File: config.mk
export PLATFORM = sky130hd
export DESIGN_NAME = gpid_top
export DESIGN_NICKNAME = d
export VERILOG_FILES = /design/src/gpid_pkg.sv /design/src/gpid_sync_if.sv /design/src/gpid_top.sv /design/src/gpid_pin_sync.sv
export SDC_FILE = /design/constraint.sdc
export NUM_CORES = 1
export LEC_CHECK = 0
export BUFFER_PORTS_ARGS = -buffer_cell sky130_fd_sc_hd__buf_4
export CORE_MARGIN = 2
export CORE_UTILIZATION = 56
export CTS_CLUSTER_DIAMETER = 150
export DETAILED_ROUTE_END_ITERATION = 10
export PLACE_DENSITY = 0.8
export SYNTH_ARGS = -nofsm -noshare
export SYNTH_HDL_FRONTEND = slang
export SYNTH_HIERARCHICAL = 1
export SYNTH_SLANG_ARGS = --single-unit
File: constraint.sdc
create_clock -name i_clk -period 5.27 [get_ports i_clk]
set_input_delay 0.527 -clock i_clk [delete_from_list [all_inputs] [get_ports i_clk]]
set_output_delay 0.527 -clock i_clk [all_outputs]
set_load 0.01 [all_outputs]
File: src/gpid_pkg.sv
// constants of the pin interrupt and data block
package gpid_pkg;
  localparam int ADR_W = 18;
  localparam int PIN_N = 12;
  // register indices; byte address is four times the index
  localparam logic [15:0] IDX_IEN = 16'hF010;
  localparam logic [15:0] IDX_IST = 16'hF011;
  localparam logic [15:0] IDX_DAT = 16'hF012;
  localparam logic [15:0] IDX_DIR = 16'hF013;
  localparam logic [15:0] IDX_FSA = 16'hF015;
  localparam logic [15:0] IDX_FSB = 16'hF016;
  localparam logic [15:0] IDX_CLR = 16'hF017;
  // pin bit positions
  localparam int BIT_SCL = 11;
  localparam int BIT_SDA = 10;
  localparam int BIT_TXD = 8;
  localparam int BIT_LOCK = 7;
  localparam int BIT_MULTIPURPOSE_CTL = 6;
  localparam int BIT_INDICATOR_ONE = 5;
  localparam int BIT_INDICATOR_ZERO = 4;
  localparam int BIT_GPIO = 3;
  // function select positions (FSB: clock, data, tx-disable; FSA: the rest)
  localparam int FS_SCL = 15;
  localparam int FS_SDA = 11;
  localparam int FS_TXD = 3;
  localparam int FS_LOCK = 15;
  localparam int FS_MULTIPURPOSE_CTL = 11;
  localparam int FS_INDICATOR_ONE = 7;
  localparam int FS_INDICATOR_ZERO = 3;
  // masks of implemented bits
  localparam logic [15:0] PIN_MASK = 16'h0DFF;
  localparam logic [15:0] FREE_MASK = 16'h000F;
  localparam logic [15:0] FSA_MASK = 16'h8888;
  localparam logic [15:0] FSB_MASK = 16'h8808;
  // reset values
  localparam logic [15:0] RST_IEN = 16'h0000;
  localparam logic [15:0] RST_IST = 16'h0000;
  localparam logic [15:0] RST_DAT = 16'h0100;
  localparam logic [15:0] RST_DIR = 16'h0C00;
  localparam logic [15:0] RST_FS = 16'h0000;
endpackage

File: src/gpid_sync_if.sv
// carrier between the pin synchroniser and the register block
`timescale 1ns/1ps
interface gpid_sync_if;
  logic [15:0] raw;
  logic [15:0] level;
  logic [15:0] change;
  modport sync_side (input raw, output level, output change);
  modport user_side (output raw, input level, input change);
endinterface

File: src/gpid_top.sv
// pin interrupt enable, latched status and data registers on wishbone
//
// Implementation choice: the Wishbone register port.
`timescale 1ns/1ps
module gpid_top (
  // clock and reset
  input wire logic i_clk,
  input wire logic i_resetn,
  // wishbone slave
  input wire logic i_wb_cyc,
  input wire logic i_wb_stb,
  input wire logic i_wb_we,
  input wire logic [gpid_pkg::ADR_W-1:0] i_wb_adr,
  input wire logic [3:0] i_wb_sel,
  input wire logic [31:0] i_wb_dat,
  output logic [31:0] o_wb_dat,
  output logic o_wb_ack,
  // sideband pins
  input wire logic [gpid_pkg::PIN_N-1:0] i_pin_in,
  output logic [gpid_pkg::PIN_N-1:0] o_pin_out,
  output logic [gpid_pkg::PIN_N-1:0] o_pin_oe,
  // interrupt
  output logic o_irq
);
  logic rst_q1;
  logic rst_n;
  logic [15:0] ien;
  logic [15:0] status;
  logic [15:0] dat_out;
  logic [15:0] dir;
  logic [15:0] fsa;
  logic [15:0] fsb;
  logic [15:0] fsel_ok;
  logic [15:0] dir_eff;
  logic [15:0] valid;
  logic [15:0] set;
  logic [15:0] wmask;
  logic [15:0] wval;
  logic [15:0] rd_val;
  logic [15:0] clr_rd;
  logic [15:0] clr_wr;
  logic [15:0] next_status;
  logic req;
  logic commit;
  logic wr;
  logic rd;

  gpid_sync_if sif ();

  // reset release through two flops; assertion stays asynchronous
  always_ff @(posedge i_clk or negedge i_resetn)
  begin
    if (!i_resetn)
    begin
      rst_q1 <= 1'b0;
      rst_n <= 1'b0;
    end
    else
    begin
      rst_q1 <= 1'b1;
      rst_n <= rst_q1;
    end
  end

  gpid_pin_sync u_sync (
    .i_clk(i_clk),
    .i_rst_n(rst_n),
    .sif(sif.sync_side)
  );

  assign sif.raw = {4'h0, i_pin_in};

  // word index hit; low two address bits are byte offset
  function automatic logic fn_hit(input logic [gpid_pkg::ADR_W-1:0] adr,
                                  input logic [15:0] idx);
    fn_hit = (adr[gpid_pkg::ADR_W-1:2] == idx);
  endfunction

  // bus handshake: ack a cycle after the request, drop it the cycle after
  assign req = i_wb_cyc && i_wb_stb && !o_wb_ack;
  assign commit = i_wb_cyc && i_wb_stb && o_wb_ack;
  assign wr = commit && i_wb_we;
  assign rd = commit && !i_wb_we;
  assign wmask = {{8{i_wb_sel[1]}}, {8{i_wb_sel[0]}}};
  assign wval = i_wb_dat[15:0] & wmask;

  always_ff @(posedge i_clk or negedge rst_n)
  begin
    if (!rst_n)
      o_wb_ack <= 1'b0;
    else
      o_wb_ack <= req;
  end

  // pins 0 to 3 have no function select and are always in gpio mode; reserved pin 9 never is
  always_comb
  begin
    fsel_ok = gpid_pkg::FREE_MASK;
    fsel_ok[gpid_pkg::BIT_SCL] = fsb[gpid_pkg::FS_SCL];
    fsel_ok[gpid_pkg::BIT_SDA] = fsb[gpid_pkg::FS_SDA];
    fsel_ok[gpid_pkg::BIT_TXD] = fsb[gpid_pkg::FS_TXD];
    fsel_ok[gpid_pkg::BIT_LOCK] = fsa[gpid_pkg::FS_LOCK];
    fsel_ok[gpid_pkg::BIT_MULTIPURPOSE_CTL] = fsa[gpid_pkg::FS_MULTIPURPOSE_CTL];
    fsel_ok[gpid_pkg::BIT_INDICATOR_ONE] = fsa[gpid_pkg::FS_INDICATOR_ONE];
    fsel_ok[gpid_pkg::BIT_INDICATOR_ZERO] = fsa[gpid_pkg::FS_INDICATOR_ZERO];
  end

  // direction acts only under the select; status only counts as input
  assign dir_eff = fsel_ok & dir & gpid_pkg::PIN_MASK;
  assign valid = fsel_ok & ~dir & gpid_pkg::PIN_MASK;
  assign set = sif.change & valid;

  // drive only while the pin is an enabled output
  assign o_pin_oe = dir_eff[gpid_pkg::PIN_N-1:0];
  assign o_pin_out = dat_out[gpid_pkg::PIN_N-1:0];

  // enable register
  always_ff @(posedge i_clk or negedge rst_n)
  begin
    if (!rst_n)
      ien <= gpid_pkg::RST_IEN;
    else if (wr && fn_hit(i_wb_adr, gpid_pkg::IDX_IEN))
      ien <= ((ien & ~wmask) | wval) & gpid_pkg::PIN_MASK;
  end

  // direction register
  always_ff @(posedge i_clk or negedge rst_n)
  begin
    if (!rst_n)
      dir <= gpid_pkg::RST_DIR;
    else if (wr && fn_hit(i_wb_adr, gpid_pkg::IDX_DIR))
      dir <= ((dir & ~wmask) | wval) & gpid_pkg::PIN_MASK;
  end

  // function select registers
  always_ff @(posedge i_clk or negedge rst_n)
  begin
    if (!rst_n)
    begin
      fsa <= gpid_pkg::RST_FS;
      fsb <= gpid_pkg::RST_FS;
    end
    else if (wr)
    begin
      if (fn_hit(i_wb_adr, gpid_pkg::IDX_FSA))
        fsa <= ((fsa & ~wmask) | wval) & gpid_pkg::FSA_MASK;
      if (fn_hit(i_wb_adr, gpid_pkg::IDX_FSB))
        fsb <= ((fsb & ~wmask) | wval) & gpid_pkg::FSB_MASK;
    end
  end

  // output register: a write always lands, the pin follows only if driven
  always_ff @(posedge i_clk or negedge rst_n)
  begin
    if (!rst_n)
      dat_out <= gpid_pkg::RST_DAT;
    else if (wr && fn_hit(i_wb_adr, gpid_pkg::IDX_DAT))
      dat_out <= ((dat_out & ~wmask) | wval) & gpid_pkg::PIN_MASK;
  end

  // clears: status read clears what it returned, clear register by write
  assign clr_rd = (rd && fn_hit(i_wb_adr, gpid_pkg::IDX_IST)) ? o_wb_dat[15:0] : 16'h0000;
  assign clr_wr = (wr && fn_hit(i_wb_adr, gpid_pkg::IDX_CLR)) ? wval : 16'h0000;
  // an event in the clearing cycle wins, so none is lost
  assign next_status = ((status & ~clr_rd & ~clr_wr) | set) & gpid_pkg::PIN_MASK;

  // latched-high status
  always_ff @(posedge i_clk or negedge rst_n)
  begin
    if (!rst_n)
      status <= gpid_pkg::RST_IST;
    else
      status <= next_status;
  end

  // read mux; data reads the pin while input, the register while output
  always_comb
  begin
    rd_val = 16'h0000;
    if (fn_hit(i_wb_adr, gpid_pkg::IDX_IEN))
      rd_val = ien;
    else if (fn_hit(i_wb_adr, gpid_pkg::IDX_IST))
      rd_val = status;
    else if (fn_hit(i_wb_adr, gpid_pkg::IDX_DAT))
      rd_val = ((dir_eff & dat_out) | (~dir_eff & sif.level)) & gpid_pkg::PIN_MASK;
    else if (fn_hit(i_wb_adr, gpid_pkg::IDX_DIR))
      rd_val = dir;
    else if (fn_hit(i_wb_adr, gpid_pkg::IDX_FSA))
      rd_val = fsa;
    else if (fn_hit(i_wb_adr, gpid_pkg::IDX_FSB))
      rd_val = fsb;
  end

  // read data captured with the ack; unmapped and write cycles return zero
  always_ff @(posedge i_clk or negedge rst_n)
  begin
    if (!rst_n)
      o_wb_dat <= 32'h00000000;
    else if (req && !i_wb_we)
      o_wb_dat <= {16'h0000, rd_val};
    else if (req)
      o_wb_dat <= 32'h00000000;
  end

  // interrupt level; invalid bits are masked so stale latches stay quiet
  assign o_irq = |(status & ien & valid);
endmodule

File: src/gpid_pin_sync.sv
// three-stage pin synchroniser with debounced level and change pulse
`timescale 1ns/1ps
module gpid_pin_sync (
  // clock and reset
  input wire logic i_clk,
  input wire logic i_rst_n,
  // pins in, level and change out
  gpid_sync_if.sync_side sif
);
  for (genvar i = 0; i < 16; i++)
  begin : g_bit
    logic s1;
    logic s2;
    logic s3;
    logic stab;
    logic chg;
    logic primed;
    // s1 feeds s2 only; a change counts once s2 and s3 agree
    always_ff @(posedge i_clk or negedge i_rst_n)
    begin
      if (!i_rst_n)
      begin
        s1 <= 1'b0;
        s2 <= 1'b0;
        s3 <= 1'b0;
      end
      else
      begin
        s1 <= sif.raw[i];
        s2 <= s1;
        s3 <= s2;
      end
    end
    // first agreement after reset silently loads the reset zeros of s2 and s3, so a strapped
    // high pin still looks like an event once it reaches s2 and s3
    always_ff @(posedge i_clk or negedge i_rst_n)
    begin
      if (!i_rst_n)
      begin
        stab <= 1'b0;
        chg <= 1'b0;
        primed <= 1'b0;
      end
      else
      begin
        chg <= 1'b0;
        if (s2 == s3)
        begin
          stab <= s3;
          primed <= 1'b1;
          chg <= primed && (s3 != stab);
        end
      end
    end
    assign sif.level[i] = stab;
    assign sif.change[i] = chg;
  end
endmodule

==> metrics.md <==
| Metric | Value |
|---|---|
| Outcome | completed |
| Critical R2R Capture | o_wb_dat[4] |
| Storage cell area | 3310 um2 |
| DRC | 0 |
| Fin crit share | 53.4% |
| Worst setup EP type | output pin |
| Initial core utilization | 57.8% |
| Fin. Hold Viols | 0 |
| DR pass1 iterations | 5 |
| DIE WIDTH | 107 um |
| Crit path to | o_irq |
| Worst Hold Class | input port to register |
| Nets | 638 |
| Pleak | 3.24 nW |
| Post-Synthesis Cells | 500 |
| Area Overhead vs Synth | 17.3% |
| Drt total wl | 13.5 mm |
| Fraction of layout cells with a size suffix above 1 | 30.7% |
| RR Startpoint | o_wb_ack |
| Fill count | 764 |
| Multi-input logic area | 2310 um2 |
| Ports | 129 |
| Post-route ant nets | 0 |
| Worst R2R Path Depth | 4 |
| Sink Count | 132 |
| Total Routing Usage GR | 25.1% |
| Fin cells | 716 |
| Wire length of the first global-routing pass | 21.4 mm |
| Worst-Skew Late Latency | 0.52 ns |
| Root Buffer | clkbuf_8 |
| Critical path arrival | 2.29 ns |
| Number of global-route vias before repair | 4241 |
| Peak supply drop | 0.352 mV |
| Number of CTS-inserted buffers | 17 |
| Setup CP Type | register to output pin |
| Yosys warns | 6 |
| Unrepaired setup endpoints after global routing | false |
| Max Freq | 0.356 GHz |
| Initial antenna violation count | 0 |
| Avg Inst Size Synth | 11.9 um2 |
| Placed Cells | 683 |
| 1st-iter DRT viols | 266 |
| Post-Route Skew | 0.00631 ns |
| # rows | 37 |
| Clock buffer depth | 2 |
| Final setup vio count | 0 |
| PortBufs | 81 |
| Pwr/cell area | 328 nW/um2 |
| PostCTS Resize Cnt | 0 |
| GR Overflow Total | 0 |
| Startpoint Class | register |
| Mapped Area | 5970 um2 |
| Full die area | 11500 um2 |
| Via density | 5.72 |
| Util after Layout | 67.8% |
| Via count | 4096 |
| Core ar. | 10300 um2 |
| Die Ht | 107 um |
| CTS tree | done |
| Pin count of the biggest net entering global routing | 76 |
| Setup TNS | 0 ns |
| H-tree depth | 4 |
| MaxCap Viol Count | 0 |
| Pwr Total | 2.29 mW |
| CP Max Fanout | 4 |
| Final Max Tran Viols | 0 |
| Worst rel slew slack | 36.7% |
| GPL Wtd Cong | 0.916 |
| Critical Path RT | 4.74 ns |
| Crit path time final | 2.81 ns |
| Ant diodes | 0 |
| Average wire per standard cell | 18.9 um |
| R2r setup slk | 3.07 ns |
| Clock transition at the registers of the reported paths | 0.06 ns |
| Worst slew pin tran | 0.944 ns |
| Post-DP HPWL | 9.11 mm |
-- power breakdown --
part	switching, mW	internal, mW
Combinational	0.0625	0.0529
Clock	0.403	0.695
Sequential	0.0344	1.04
-- critical path, cell delays in order (launching register included) --
cell	delay, ns
dfrtp_1	0.41
nor2b_1	0.16
and3_1	0.19
a311oi_1	0.27
nand4_1	0.22
a311o_1	0.37
buf_4	0.14
-- worst min-delay path by stage --
stage	from	endpoint	slack (ns)	cells after the start
final	i_pin_in[5]	u_sync/g_bit[5].s1	0.11	1
after detailed placement	i_resetn	rst_q1	0.31	1
after floorplan	i_resetn	rst_n	0.23	0
after global routing	i_pin_in[8]	u_sync/g_bit[8].s1	0.07	1
after global placement	i_resetn	rst_q1	0.31	1
after CTS	i_pin_in[8]	u_sync/g_bit[8].s1	0.08	1
-- layout make-up --
cell class	count	share of cell area (%)
Tap cell	136	2.43
Sequential cell	132	47.3
Inverter	7	0.375
Multi-Input combinational cell	325	33.0
Clock buffer	26	6.69
Clock inverter	6	1.14
Timing Repair Buffer	84	9.05
-- per-stage QoR --
stage               setup slack (ns)  hold WS, ns  area [um2]
finish                          2.46        0.106        7000
global route                    2.40       0.0688        7000
CTS                             2.43       0.0775        7000
floorplan                       1.33        0.231        6040
global placement                2.53        0.309        6440
detailed placement              2.51        0.310        6440
-- layer usage --
metal	track usage, %	part of all wire (%)	up-vias
li1	-	-	1859
met1	31.6	41	2043
met2	40.8	51	176
met3	7.96	6.6	18
met4	9.37	1.4	0
met5	0	0	-
-- cell usage in the layout, fill, tap and decap left out, drive strengths merged, types with 4 or more instances in the layout --
cell type / instances
dfrtp: 129
maj3: 11
clkinv: 4
a22o: 8
buf: 83
and2: 9
nand4b: 11
xor2: 11
nand3: 6
nor2: 16
conb: 23
nand2b: 13
clkbuf: 26
nand2: 54
mux2: 41
inv: 7
mux2i: 10
o31ai: 16
o21ai: 19
nor2b: 9
a21boi: 7
a21oi: 11
nor3: 8
a32o: 4
-- what timing repair did --
item,4_1_cts,5_1_grt
endpoints found under the hold margin,2,0
hold buffers,1,0
buffers inserted,0,0
Note: power is estimated with default switching activity, not from simulation.
